### src/iam_map.vh
// Register map, field positions, reset values and bus timing for the address-match unit
`ifndef IAM_MAP_VH
`define IAM_MAP_VH

// Register byte offsets on APB
`define IAM_OFF_CTRL 8'h00
`define IAM_OFF_STAT 8'h04
`define IAM_OFF_DATA 8'h08
`define IAM_OFF_ADDR 8'h0C

// Control register fields
`define IAM_CTRL_FLAG 7
`define IAM_CTRL_ACK_EN 6
`define IAM_CTRL_STA 5
`define IAM_CTRL_STO 4
`define IAM_CTRL_WC 3
`define IAM_CTRL_EN 2
`define IAM_CTRL_IE 0

// Status register fields
`define IAM_STAT_CODE_MSB 7
`define IAM_STAT_CODE_LSB 3
`define IAM_STAT_PS_MSB 1
`define IAM_STAT_PS_LSB 0

// Own address register fields
`define IAM_ADDR_MSB 7
`define IAM_ADDR_LSB 1
`define IAM_ADDR_GCE 0

// Reset values
`define IAM_RST_CTRL 8'h00
`define IAM_RST_DATA 8'hFF
`define IAM_RST_ADDR 8'h00
`define IAM_RST_PS 2'h0

// Timing: quarter of a serial bit at 100 kHz, on a 50 ns system clock
`define IAM_CLK_NS 50
`define IAM_QTR_NS 2500
`define IAM_QTR_CYC ((`IAM_QTR_NS + `IAM_CLK_NS - 1) / `IAM_CLK_NS)

`endif

### src/iam_top.v
// Two-wire byte interface: APB registers, master transmitter, slave address match, flag handshake
`timescale 1ns/1ps
`include "iam_map.vh"

// Function
// (RULE_01) Own 7-bit address sits in the top seven address-register bits; used as slave only.
// (RULE_02) Address-register bit 0 enables general call address zero recognition.
// (RULE_03) Comparator checks received address against own address and general call; match raises request.
// (RULE_04) Operation-complete flag rises after every bus event, byte or START; code sets it only for own START, master bytes and a slave address match.
// (RULE_05) Flag requests interrupt only with local and global enables both set.
// (RULE_06) With local enable clear, software polls the flag.
// (RULE_07) While the flag is set, status shows a code for bus and interface state.
// (RULE_08) Writing one to the flag bit clears it; zero leaves it.
// (RULE_09) No bus operation while flag set; requested operation starts right after clearing.
// (RULE_10) After a sent START, flag rises with a START-sent status code.
// (RULE_11) Software checks START code, loads address plus write bit, clears flag.
// (RULE_12) After an address byte, flag rises and status tells whether it was acknowledged.
// (RULE_13) After a data byte, flag rises and status tells whether it was acknowledged.
// (RULE_14) A software-requested STOP does not set the flag.
// (RULE_15) Clock line held low while the flag is set.
// (RULE_16) Software finishes register updates before writing control with the flag bit.
// (RULE_17) One data register supplies both address and data bytes.
// (RULE_18) A master that may be addressed must have its own address programmed.
// (RULE_19) Status holds 5-bit code in bits 7..3 and prescaler in bits 1..0.
// (RULE_20) With acknowledge enabled, a general call is acknowledged only if recognition is enabled; code also acks it when own address bits 7..1 are 0.
// (RULE_21) Status code values are block parameters.
module iam_top #(
  parameter [4:0] ST_IDLE = 5'h1F, // RULE_21
  parameter [4:0] ST_START = 5'h01,
  parameter [4:0] ST_ADDR_ACK = 5'h02,
  parameter [4:0] ST_ADDR_NACK = 5'h03,
  parameter [4:0] ST_DATA_ACK = 5'h04,
  parameter [4:0] ST_DATA_NACK = 5'h05,
  parameter [4:0] ST_OWN_ADDR = 5'h06,
  parameter [4:0] ST_GEN_CALL = 5'h07
) (
  // Clock and reset
  input wire clk,
  input wire sys_rst,
  // APB slave
  input wire psel,
  input wire penable,
  input wire pwrite,
  input wire [7:0] paddr,
  input wire [31:0] pwdata,
  output wire [31:0] prdata,
  output wire pready,
  output wire pslverr,
  // Interrupt request
  input wire glb_irq_en,
  output wire irq,
  // Serial clock pin
  input wire scl_i,
  output wire scl_o,
  output wire scl_oe,
  // Serial data pin
  input wire sda_i,
  output wire sda_o,
  output wire sda_oe
);

  localparam [2:0] M_IDLE = 3'd0;
  localparam [2:0] M_START = 3'd1;
  localparam [2:0] M_BIT = 3'd2;
  localparam [2:0] M_HOLD = 3'd3;
  localparam [2:0] M_STOP = 3'd4;
  localparam [1:0] S_IDLE = 2'd0;
  localparam [1:0] S_ADDR = 2'd1;
  localparam [1:0] S_ACK = 2'd2;
  localparam [1:0] S_HOLD = 2'd3;
  localparam integer QTR_CYC = `IAM_QTR_CYC;
  localparam [7:0] QTR_M1 = QTR_CYC[7:0] - 8'h01;
  localparam [7:0] RST_CTRL = `IAM_RST_CTRL;

  // Software-visible state
  reg flag_r;
  reg ack_en_r;
  reg sta_r;
  reg sto_r;
  reg wc_r;
  reg en_r;
  reg ie_r;
  reg [4:0] code_r;
  reg [1:0] ps_r;
  reg [7:0] data_r;
  reg [7:0] own_r;
  reg [31:0] prdata_r;
  reg irq_r;

  // Master state
  reg [2:0] m_st_r;
  reg [1:0] ph_r;
  reg [3:0] bc_r;
  reg [7:0] tx_sh_r;
  reg [7:0] rx_sh_r;
  reg first_r;
  reg m_scl_low_r;
  reg m_sda_low_r;
  reg m_done_r;
  reg [4:0] m_code_r;
  reg sto_clr_r;
  reg [7:0] qcnt_r;

  // Slave state
  reg [1:0] s_st_r;
  reg [3:0] sbc_r;
  reg [7:0] s_sh_r;
  reg s_gc_r;
  reg s_scl_low_r;
  reg s_sda_low_r;
  reg s_done_r;
  reg [4:0] s_code_r;
  reg busy_r;
  reg scl_q_r;
  reg sda_q_r;

  wire [1:0] lvl;
  wire scl_f;
  wire sda_f;
  wire hit;
  wire gc_hit;
  wire tick;
  wire wr_acc;
  wire rd_setup;
  wire addr_ok;
  wire ctrl_wr;
  wire data_wr;
  wire scl_rise;
  wire scl_fall;
  wire start_det;
  wire stop_det;

  iam_sync #(.W(2)) u_sync (
    .clk(clk),
    .sys_rst(sys_rst),
    .pin_in({scl_i, sda_i}),
    .lvl_out(lvl)
  );
  assign scl_f = lvl[1];
  assign sda_f = lvl[0];

  iam_addr_cmp u_cmp (
    .rx_byte(s_sh_r),
    .own_addr(own_r),
    .hit(hit),
    .gc_hit(gc_hit)
  );

  // APB decode; reads are sampled in the setup cycle so prdata comes from a flop
  assign addr_ok = (paddr == `IAM_OFF_CTRL) | (paddr == `IAM_OFF_STAT) |
                   (paddr == `IAM_OFF_DATA) | (paddr == `IAM_OFF_ADDR);
  assign wr_acc = psel & penable & pwrite & addr_ok;
  assign rd_setup = psel & ~penable;
  assign ctrl_wr = wr_acc & (paddr == `IAM_OFF_CTRL);
  assign data_wr = wr_acc & (paddr == `IAM_OFF_DATA);
  assign pready = 1'b1;
  assign pslverr = psel & penable & ~addr_ok;
  assign prdata = prdata_r;

  always @(posedge clk) begin
    if (sys_rst) begin
      prdata_r <= 32'h0000_0000;
    end else if (rd_setup) begin
      case (paddr)
        `IAM_OFF_CTRL: prdata_r <= {24'h00_0000, flag_r, ack_en_r, sta_r, sto_r, wc_r, en_r, 1'b0, ie_r};
        `IAM_OFF_STAT: prdata_r <= {24'h00_0000, code_r, 1'b0, ps_r}; // RULE_19
        `IAM_OFF_DATA: prdata_r <= {24'h00_0000, data_r};
        `IAM_OFF_ADDR: prdata_r <= {24'h00_0000, own_r};
        default: prdata_r <= 32'h0000_0000;
      endcase
    end
  end

  // Control, address and prescaler registers
  always @(posedge clk) begin
    if (sys_rst) begin
      ack_en_r <= RST_CTRL[`IAM_CTRL_ACK_EN];
      sta_r <= 1'b0;
      sto_r <= 1'b0;
      en_r <= 1'b0;
      ie_r <= 1'b0;
      own_r <= `IAM_RST_ADDR;
      ps_r <= `IAM_RST_PS;
    end else begin
      if (ctrl_wr) begin
        ack_en_r <= pwdata[`IAM_CTRL_ACK_EN];
        sta_r <= pwdata[`IAM_CTRL_STA];
        en_r <= pwdata[`IAM_CTRL_EN];
        ie_r <= pwdata[`IAM_CTRL_IE];
      end
      // Hardware clears the stop request once it is executed
      if (sto_clr_r) begin
        sto_r <= 1'b0;
      end else if (ctrl_wr) begin
        sto_r <= pwdata[`IAM_CTRL_STO];
      end
      if (wr_acc && paddr == `IAM_OFF_ADDR) begin
        own_r <= pwdata[7:0]; // RULE_01
      end
      if (wr_acc && paddr == `IAM_OFF_STAT) begin
        ps_r <= pwdata[`IAM_STAT_PS_MSB:`IAM_STAT_PS_LSB];
      end
    end
  end

  // Flag and status: a completing event wins over a software clear in the same cycle
  always @(posedge clk) begin
    if (sys_rst) begin
      flag_r <= 1'b0;
      code_r <= ST_IDLE;
    end else if (m_done_r) begin
      flag_r <= 1'b1; // RULE_04
      code_r <= m_code_r; // RULE_07
    end else if (s_done_r) begin
      flag_r <= 1'b1; // RULE_03
      code_r <= s_code_r; // RULE_07
    end else if (ctrl_wr && pwdata[`IAM_CTRL_FLAG]) begin
      flag_r <= 1'b0; // RULE_08
      code_r <= ST_IDLE;
    end
  end

  // Data register holds the next byte out or the last byte seen; writes are legal only while flag is set
  always @(posedge clk) begin
    if (sys_rst) begin
      data_r <= `IAM_RST_DATA;
      wc_r <= 1'b0;
    end else if (m_done_r && m_code_r != ST_START) begin
      data_r <= rx_sh_r;
    end else if (s_done_r) begin
      data_r <= s_sh_r;
    end else if (data_wr) begin
      if (flag_r) begin
        data_r <= pwdata[7:0]; // RULE_17
        wc_r <= 1'b0;
      end else begin
        wc_r <= 1'b1;
      end
    end
  end

  always @(posedge clk) begin
    if (sys_rst) begin
      irq_r <= 1'b0;
    end else begin
      irq_r <= flag_r & ie_r & glb_irq_en; // RULE_05
    end
  end
  assign irq = irq_r;

  // Quarter-bit enable; bit rate is fixed since rate programming is outside this unit
  always @(posedge clk) begin
    if (sys_rst || qcnt_r == QTR_M1) begin
      qcnt_r <= 8'h00;
    end else begin
      qcnt_r <= qcnt_r + 8'h01;
    end
  end
  assign tick = (qcnt_r == QTR_M1);

  // Master transmitter: START, byte with acknowledge, STOP
  always @(posedge clk) begin
    if (sys_rst || !en_r) begin
      m_st_r <= M_IDLE;
      ph_r <= 2'd0;
      bc_r <= 4'd0;
      tx_sh_r <= 8'h00;
      rx_sh_r <= 8'h00;
      first_r <= 1'b0;
      m_scl_low_r <= 1'b0;
      m_sda_low_r <= 1'b0;
      m_done_r <= 1'b0;
      m_code_r <= ST_IDLE;
      sto_clr_r <= 1'b0;
    end else begin
      m_done_r <= 1'b0;
      sto_clr_r <= 1'b0;
      if (tick) begin
        case (m_st_r)
          M_IDLE: begin
            // Wait for a free bus before claiming it
            if (sta_r && !flag_r && !busy_r) begin // RULE_09
              m_st_r <= M_START;
              ph_r <= 2'd0;
            end
          end
          M_HOLD: begin
            if (!flag_r) begin // RULE_09
              ph_r <= 2'd0;
              if (sto_r) begin
                m_st_r <= M_STOP;
              end else if (sta_r) begin
                m_st_r <= M_START;
              end else begin
                m_st_r <= M_BIT;
                bc_r <= 4'd0;
                tx_sh_r <= data_r; // RULE_17
              end
            end
          end
          M_START: begin
            ph_r <= ph_r + 2'd1;
            case (ph_r)
              2'd0: m_sda_low_r <= 1'b0;
              2'd1: m_scl_low_r <= 1'b0;
              2'd2: m_sda_low_r <= 1'b1;
              default: begin
                m_scl_low_r <= 1'b1;
                m_done_r <= 1'b1; // RULE_10
                m_code_r <= ST_START;
                first_r <= 1'b1;
                m_st_r <= M_HOLD;
              end
            endcase
          end
          M_BIT: begin
            ph_r <= ph_r + 2'd1;
            case (ph_r)
              2'd0: m_sda_low_r <= (bc_r == 4'd8) ? 1'b0 : ~tx_sh_r[7];
              2'd1: m_scl_low_r <= 1'b0;
              2'd2: begin
                if (bc_r != 4'd8) begin
                  rx_sh_r <= {rx_sh_r[6:0], sda_f};
                end
              end
              default: begin
                m_scl_low_r <= 1'b1;
                tx_sh_r <= {tx_sh_r[6:0], 1'b0};
                if (bc_r == 4'd8) begin
                  m_done_r <= 1'b1;
                  first_r <= 1'b0;
                  m_st_r <= M_HOLD;
                  // A low data line in the ninth bit is an acknowledge
                  if (first_r) begin
                    m_code_r <= sda_f ? ST_ADDR_NACK : ST_ADDR_ACK; // RULE_12
                  end else begin
                    m_code_r <= sda_f ? ST_DATA_NACK : ST_DATA_ACK; // RULE_13
                  end
                end else begin
                  bc_r <= bc_r + 4'd1;
                end
              end
            endcase
          end
          M_STOP: begin
            ph_r <= ph_r + 2'd1;
            case (ph_r)
              2'd0: m_sda_low_r <= 1'b1;
              2'd1: m_scl_low_r <= 1'b0;
              2'd2: m_sda_low_r <= 1'b0;
              default: begin
                m_st_r <= M_IDLE; // RULE_14
                sto_clr_r <= 1'b1;
              end
            endcase
          end
          default: m_st_r <= M_IDLE;
        endcase
      end
    end
  end

  // Bus edge and condition detection on filtered levels
  assign scl_rise = scl_f & ~scl_q_r;
  assign scl_fall = ~scl_f & scl_q_r;
  assign start_det = scl_f & scl_q_r & ~sda_f & sda_q_r;
  assign stop_det = scl_f & scl_q_r & sda_f & ~sda_q_r;

  // Slave address receiver; only listens while not acting as master
  always @(posedge clk) begin
    if (sys_rst || !en_r) begin
      scl_q_r <= 1'b1;
      sda_q_r <= 1'b1;
      busy_r <= 1'b0;
      s_st_r <= S_IDLE;
      sbc_r <= 4'd0;
      s_sh_r <= 8'h00;
      s_gc_r <= 1'b0;
      s_scl_low_r <= 1'b0;
      s_sda_low_r <= 1'b0;
      s_done_r <= 1'b0;
      s_code_r <= ST_IDLE;
    end else begin
      scl_q_r <= scl_f;
      sda_q_r <= sda_f;
      s_done_r <= 1'b0;
      if (start_det) begin
        busy_r <= 1'b1;
      end else if (stop_det) begin
        busy_r <= 1'b0;
      end
      if (m_st_r != M_IDLE || (sto_r && s_st_r != S_IDLE)) begin
        // Own master cycle, or software recovery to unaddressed slave
        s_st_r <= S_IDLE;
        s_scl_low_r <= 1'b0;
        s_sda_low_r <= 1'b0;
      end else if (start_det) begin
        s_st_r <= S_ADDR;
        sbc_r <= 4'd0;
        s_sda_low_r <= 1'b0;
      end else if (stop_det) begin
        s_st_r <= S_IDLE;
        s_sda_low_r <= 1'b0;
      end else begin
        case (s_st_r)
          S_ADDR: begin
            if (scl_rise && sbc_r != 4'd8) begin
              s_sh_r <= {s_sh_r[6:0], sda_f};
              sbc_r <= sbc_r + 4'd1;
            end else if (scl_fall && sbc_r == 4'd8) begin
              if (hit && ack_en_r) begin // RULE_20
                // Pin filter lags a fast master, so stretch the low phase until the acknowledge is driven
                s_scl_low_r <= 1'b1;
                s_sda_low_r <= 1'b1;
                s_gc_r <= gc_hit;
                s_st_r <= S_ACK;
              end else begin
                s_st_r <= S_IDLE;
              end
            end
          end
          S_ACK: begin
            if (s_scl_low_r) begin
              s_scl_low_r <= 1'b0;
            end else if (scl_fall) begin
              s_sda_low_r <= 1'b0;
              s_scl_low_r <= 1'b1; // RULE_15
              s_done_r <= 1'b1; // RULE_03
              s_code_r <= s_gc_r ? ST_GEN_CALL : ST_OWN_ADDR;
              s_st_r <= S_HOLD;
            end
          end
          S_HOLD: begin
            // Flag rises one cycle after the done pulse, so skip that cycle
            if (!flag_r && !s_done_r) begin // RULE_15
              s_scl_low_r <= 1'b0;
              s_st_r <= S_IDLE;
            end
          end
          default: s_st_r <= S_IDLE;
        endcase
      end
    end
  end

  // Open-drain pins: only ever pull low
  assign scl_o = 1'b0;
  assign sda_o = 1'b0;
  assign scl_oe = m_scl_low_r | s_scl_low_r; // RULE_15
  assign sda_oe = m_sda_low_r | s_sda_low_r;

endmodule // iam_top

### src/iam_sync.v
// Three-stage pin synchroniser with agreement filter
`timescale 1ns/1ps
module iam_sync #(
  parameter W = 2
) (
  // Clock and reset
  input wire clk,
  input wire sys_rst,
  // Pins in, filtered levels out
  input wire [W-1:0] pin_in,
  output wire [W-1:0] lvl_out
);

  genvar i;
  generate
    for (i = 0; i < W; i = i + 1) begin : g_bit
      reg s1_r;
      reg s2_r;
      reg s3_r;
      reg lvl_r;
      // Idle bus lines float high, so reset to one
      always @(posedge clk) begin
        if (sys_rst) begin
          s1_r <= 1'b1;
          s2_r <= 1'b1;
          s3_r <= 1'b1;
          lvl_r <= 1'b1;
        end else begin
          s1_r <= pin_in[i];
          s2_r <= s1_r;
          s3_r <= s2_r;
          if (s2_r == s3_r) begin
            lvl_r <= s2_r;
          end
        end
      end
      assign lvl_out[i] = lvl_r;
    end
  endgenerate

endmodule // iam_sync

### src/iam_addr_cmp.v
// Received serial address against own address and general call
`timescale 1ns/1ps
`include "iam_map.vh"
module iam_addr_cmp (
  // Received address byte
  input wire [7:0] rx_byte,
  // Own address register
  input wire [7:0] own_addr,
  // Match results
  output wire hit,
  output wire gc_hit
);

  // General call is only seen while its enable bit is set
  assign gc_hit = own_addr[`IAM_ADDR_GCE] & (rx_byte == 8'h00); // RULE_02
  assign hit = (rx_byte[7:1] == own_addr[`IAM_ADDR_MSB:`IAM_ADDR_LSB]) | gc_hit; // RULE_03

endmodule // iam_addr_cmp

### config.mk
export PLATFORM = sky130hd
export DESIGN_NAME = iam_top
export DESIGN_NICKNAME = d
export VERILOG_FILES = /design/src/iam_top.v /design/src/iam_sync.v /design/src/iam_addr_cmp.v
export VERILOG_INCLUDE_DIRS = /design/src
export SDC_FILE = /design/constraint.sdc
export NUM_CORES = 1
export LEC_CHECK = 0
export BUFFER_PORTS_ARGS = -buffer_cell sky130_fd_sc_hd__buf_2
export CAP_MARGIN = 20
export CORE_MARGIN = 2
export CORE_UTILIZATION = 57
export CTS_BUF_LIST = sky130_fd_sc_hd__clkbuf_16
export DETAILED_ROUTE_END_ITERATION = 12
export GPL_ROUTABILITY_DRIVEN = 1
export GPL_TIMING_DRIVEN = 0
export PLACE_DENSITY = 0.8
export SYNTH_ARGS = -nofsm -noshare
export SYNTH_HDL_FRONTEND = slang
export SYNTH_HIERARCHICAL = 1
export SYNTH_SLANG_ARGS = --single-unit
### constraint.sdc
create_clock -name clk -period 2.3 [get_ports clk]
set_input_delay 0.115 -clock clk [delete_from_list [all_inputs] [get_ports clk]]
set_output_delay 0.115 -clock clk [all_outputs]
set_load 0.005 [all_outputs]
==> impl_metrics.yaml, run 1 <==
cts:
  cts.path.max_buffers: 2
  clk_latency_ns: 0.35
  post_cts_buffers: 0
  cts_tree: "done"
  root_buffer: "clkbuf_16"
  h-tree-depth: 3
  cts_sinks: 111
  clk_pin_slew_worst_paths_ns: 0.08
  numCtsBuffers: 9
timing:
  finalSetupViolations: 0
  finClkSkew_ns: 0.00911
  worst_slack_ns: 0.0823
  fin_crit_sh: 0.964
  finalHoldViolations: 0
  slew_headroom: 0.532
  setup_tns_ns: 0
  fin_crit_ns: 2.22
  drv_slew: 0
  fmax_mhz: 451
  rsz0062_at_grt: "false"
  tightest_slew_ns: 0.694
drt:
  routed_wl_mm: 13.4
  vias: 4799
  drc: 0
  initialDrtViolationCount: 272
  final_antenna_net_count: 0
  vias_per_cell: 5.80
  dr.pass1.iters: 5
  wl_per_cell_microns: 16.2
logic_synthesis:
  syn_area_sq_um: 5590
  synth.avg_cell_area_sq_um: 9.04
  synth.area.top_cells: "dfxtp_1, mux2i_1, nor2_1"
  synth_top_area_share: 0.397
  ys_types: 71
  syn_inst: 619
  yosysMostFrequentCell: "dfxtp_1"
  synth_edf_count: 0
  synth-main-ff-cell: "dfxtp_1"
  ys_warn_count: 6
  yosys_register_bits: 111
  synth_top_cell_by_area: "dfxtp_1"
  synth_common_cells: "dfxtp_1, nor2_1, mux2i_1"
  synthArstFlopShare: 0
  ys_seq_area_frac: 0.397
global_route:
  antenna_found_initial: 0
  grt.total_usage: 0.261
  grt_overflow_total: 0
  grt_pass1_wl_mm: 21.4
  grt_pass1_vias: 4411
  grt_max_degree: 22
pwr:
  power_density_nw_per_um2: 575
  vdd_ir_drop_max_v: 0.000322
  p_leak_nw: 2.54
critical_path:
  critical_path_arrival_ns: 2.46
  critPathBufInv: 2
  cp_cell_sequence: "inv_1 -> o41a_1 -> a311oi_2 -> buf_2 -> a211oi_1 -> a211o_1"
  critPathTopFamily: "compound AO/OA/AOI/OAI gates"
  cpMaxStageDelayCell: "a311oi_2"
  worstPathMaxFanout: 10
  start_kind: "flip-flop"
  critPathCaptureType: "flip-flop"
  cpPeakStageDelay_ns: 0.53
  required_ns: 2.54
  critPathKind: "flip-flop to flip-flop"
placed_design:
  pre_cts_slack_ns: 0.0672
  portBuffers: 34
  hpwl_mm: 9.75
  gp_congestion: 0.879
hold_path:
  hp-class: "input pin to flip-flop"
die:
  io_pins: 87
  start_util: 0.580
  dieArea_sq_um: 10600
  coreArea_sq_um: 9640
  die_y_microns: 103
  fp.dieW_microns: 103
  fp-row-count: 36
layout:
  final_nets: 753
  utilization: 0.661
  drive_gt1_frac: 0.174
  antenna_cells: 0
  syn2layout_area_growth_pct: 13.8
status:
  outcome: "finished, final reports clean"
job:
  maxCapViolCount: 0
[flip-flops by register name (all words and copies together) (netlist names), 2 cells and up]
signal	count
u_sync/g_bit.lvl_r	2
bc_r	4
sbc_r	4
qcnt_r	8
u_sync/g_bit.s2_r	2
ph_r	2
u_sync/g_bit.s3_r	2
u_sync/g_bit.s1_r	2
code_r	4
tx_sh_r	8
m_code_r	4
s_st_r	2
s_sh_r	8
prdata	8
data_r	8
own_r	8
ps_r	2
rx_sh_r	8
s_code_r	2
m_st_r	3
[worst reg2reg max path: cells and delay by family, from the launching register on]
kind	cells	cell delay (ns)
compound gates	4	1.40
buf+inv	2	0.40
flops	1	0.32
[timing repair]
action	CTS	global route
endpoints found under the setup margin	0	16
hold endpoints to repair	2	0
resized for setup	0	8
hold buffers	2	0
[path summary, 6_finish.rpt]
kind / endpoint / slack [ns] / depth (start not counted) / start
max: data_r[6]$_SDFFE_PP1P_ / 0.08 / 6 / m_code_r[0]$_SDFFE_PP1P_
max reg2reg: data_r[6]$_SDFFE_PP1P_ / 0.08 / 6 / m_code_r[0]$_SDFFE_PP1P_
min reg2reg: sto_r$_SDFFE_PP0P_ / 0.41 / 1 / sto_clr_r$_SDFF_PP0_
min: irq$_SDFF_PP0_ / 0.05 / 2 / glb_irq_en
[layer usage]
metal | routed length, microns | vias to the layer above | global-route usage | part of all wire
met5 | 0 | - | 0 | 0
met4 | 327 | 0 | 0.0891 | 0.024
met3 | 1010 | 33 | 0.0515 | 0.076
met2 | 6450 | 205 | 0.447 | 0.48
met1 | 5590 | 2282 | 0.329 | 0.42
li1 | - | 2279 | - | -
[power breakdown]
group	switching (mW)	internal (mW)
clock network	0.789	0.771
registers	0.00637	1.93
logic	0.0823	0.0816
total	0.878	2.78
[cells in the final DEF (no fill, tap or decap), types with 9 or more instances in the layout]
master and count:
inv_1 18, a21oi_1 14, buf_2 40, clkbuf_1 17, nand3_1 14, buf_4 29, dfxtp_1 111, conb_1 27
xnor2_1 10, nand2_1 40, o21ai_0 17, nor3_1 18, a22oi_1 9, ha_1 15, nor2_1 90, clkbuf_16 9
mux2i_1 48, a211oi_1 9
[area by class of cell]
| cell class | count | area, sq um |
|---|---|---|
| fill | 801 | 3270 |
| multi-input combinational | 451 | 3060 |
| sequential | 111 | 2220 |
| buffer | 63 | 365 |
| clock buffer | 9 | 225 |
| timing repair buffer | 36 | 190 |
| tap | 133 | 166 |
| clock inverter | 7 | 72.6 |
| inverter | 18 | 67.6 |
[kinds of logic (layout without fill, tap and decap cells)]
family | Yosys count | count (layout) | share of synthesized area
compound gates | 97 | 97 | 0.129
xor+xnor | 18 | 18 | 0.0282
fa+ha+maj | 15 | 15 | 0.0335
buf+inv | 82 | 133 | 0.0774
flops | 111 | 111 | 0.397
mux | 56 | 56 | 0.114
other cells | 2 | 27 | 0.00134
simple gates | 238 | 238 | 0.219
[through the flow]
stage / instances / total power, mW / hold WS (ns) / area, sq um
3_5_place_dp: 811 / 2.14 / 0.306 / 6020
5_1_grt: 828 / 3.77 / 0.0579 / 6370
3_3_place_gp: 811 / 2.14 / 0.301 / 6020
2_1_floorplan: 644 / 2.09 / 0.212 / 5690
6_report: 828 / 3.66 / 0.0462 / 6370
4_1_cts: 829 / 3.66 / 0.0394 / 6340
No activity file was read; power rests on OpenSTA's default activity.
==> run 2: changes to the inputs <==
Settings changed: CORE_ASPECT_RATIO set to 1.2.
==> run 2 against run 1 <==
Effect of this change: sequential cell count did not move; utilization up 0.61 points; critical path type unchanged; wire length down 0.75%; combinational power about the same; die area hardly changed; largest power group unchanged.
==> impl_metrics.yaml, run 2 (synthesis results as in run 1) <==
drt:
  dr.pass1.iters: 5
  final_antenna_net_count: 0
  drc: 0
  vias: 4694
  routed_wl_mm: 13.3
  wl_per_cell_microns: 16.2
  vias_per_cell: 5.74
  initialDrtViolationCount: 251
layout:
  regArea_sq_um: 2220
  final_common_cell: "dfxtp_1"
  syn2layout_area_growth_pct: 13.4
  final_nets: 753
  fillers: 825
  multi_input_area_sq_um: 3060
  layout.cells.non_filler: 818
  antenna_cells: 0
  drive_gt1_frac: 0.165
  layout_common_cells: "dfxtp_1, nor2_1, mux2i_1, buf_2, nand2_1"
timing:
  tightest_slew_ns: 0.706
  worst_slack_ns: 0.146
  drv_slew: 0
  finalHoldViolations: 0
  fin_crit_sh: 0.937
  fmax_mhz: 464
  finClkSkew_ns: 0.00768
  slew_headroom: 0.524
  rsz0062_at_grt: "false"
  fin_crit_ns: 2.15
  setup_tns_ns: 0
  finalSetupViolations: 0
status:
  outcome: "finished, final reports clean"
hold_path:
  hold_depth: 2
  hp-class: "input pin to flip-flop"
critical_path:
  critPathKind: "flip-flop to flip-flop"
  cpPeakStageDelay_ns: 0.47
  reg2regPathDepth: 6
  cp_cell_sequence: "or3b_2 -> clkbuf_1 -> o32ai_1 -> and3_1 -> o21ai_0 -> a32o_1"
  cpMaxStageDelayCell: "dfxtp_1"
  critical_path_arrival_ns: 2.40
  critPathCaptureType: "flip-flop"
  worstPathMaxFanout: 7
  critPathTopFamily: "simple AND/OR/NAND/NOR gates"
  critPathBufInv: 1
  cp_num_cells: 6
  reg2reg_slack_ns: 0.15
  start_kind: "flip-flop"
  required_ns: 2.55
die:
  start_util: 0.588
  dieArea_sq_um: 10600
  fp-row-count: 39
  io_pins: 87
  die_y_microns: 113
  coreArea_sq_um: 9520
  fp.dieW_microns: 94.4
placed_design:
  place_inst: 801
  hpwl_mm: 9.83
  pre_cts_slack_ns: 0.0612
  gp_congestion: 0.923
  portBuffers: 34
cts:
  cts.path.max_buffers: 2
  root_buffer: "clkbuf_16"
  h-tree-depth: 3
  cts_sinks: 111
  clk_latency_ns: 0.35
  cts_tree: "done"
  numCtsBuffers: 9
  clk_pin_slew_worst_paths_ns: 0.07
  post_cts_buffers: 0
pwr:
  vdd_ir_drop_max_v: 0.000401
  p_leak_nw: 2.53
  power_density_nw_per_um2: 573
  finalPower_mw: 3.64
global_route:
  antenna_found_initial: 0
  grt_overflow_total: 0
  grt_max_degree: 18
  grt_pass1_wl_mm: 21.5
  grt.total_usage: 0.257
  grt_pass1_vias: 4463
job:
  maxCapViolCount: 0
[run 2: cell count changes in the layout (fill, tap and decap cells not counted), sizes merged]
cell,before,now
clkinvlp,1,0
bufinv,0,1
inv,22,19
clkinv,2,5
[run 2: worst reg2reg max path: stages (launching register included)]
cell and delay [ns]:
dfxtp_1 0.47, or3b_2 0.47, clkbuf_1 0.20, o32ai_1 0.26
and3_1 0.28, o21ai_0 0.10, a32o_1 0.26
[run 2: metrics by stage]
step	hold WS, ns	instance area [sq um]	utilization
6_report	0.0277	6340	0.667
4_1_cts	0.0241	6320	0.664
5_1_grt	0.0258	6340	0.667
3_3_place_gp	0.295	6010	0.632
3_5_place_dp	0.298	6010	0.632
2_1_floorplan	0.212	5690	-
[run 2: layer usage]
layer  routed length [microns]  vias up  track usage
met2                      6490      161        0.443
met1                      5570     2216        0.309
met4                       454        0        0.105
met3                       768       35       0.0550
met5                         0        -            0
li1                          -     2282            -
[run 2: area by class of cell]
type                       count  share of cell area
buffer                        63              0.0576
clock buffer                   9              0.0355
multi-input combinational    451               0.482
inverter                      18              0.0107
clock inverter                 7             0.00986
tap                          123              0.0243
timing repair buffer          36              0.0300
sequential                   111               0.350
[run 2: worst paths after layout]
kind / start / to
setup / recovery: m_st_r[1]$_SDFFE_PP0P_ / bc_r[2]$_SDFFE_PP0P_
hold / removal: glb_irq_en / irq$_SDFF_PP0_
setup reg to reg: m_st_r[1]$_SDFFE_PP0P_ / bc_r[2]$_SDFFE_PP0P_
hold reg to reg: sto_clr_r$_SDFF_PP0_ / sto_r$_SDFFE_PP0P_
[run 2: power breakdown]
| group | leakage, nW | internal [mW] | total (mW) | switching [mW] |
|---|---|---|---|---|
| clock network | 0.140 | 0.836 | 1.54 | 0.703 |
| logic | 1.50 | 0.0811 | 0.162 | 0.0812 |
| registers | 0.897 | 1.93 | 1.94 | 0.00624 |
| total | 2.53 | 2.85 | 3.64 | 0.790 |
[run 2: what timing repair did]
action | CTS | global route
resized for setup | 0 | 7
endpoints found under the hold margin | 2 | 0
hold buffers | 2 | 0
endpoints found under the setup margin | 0 | 18
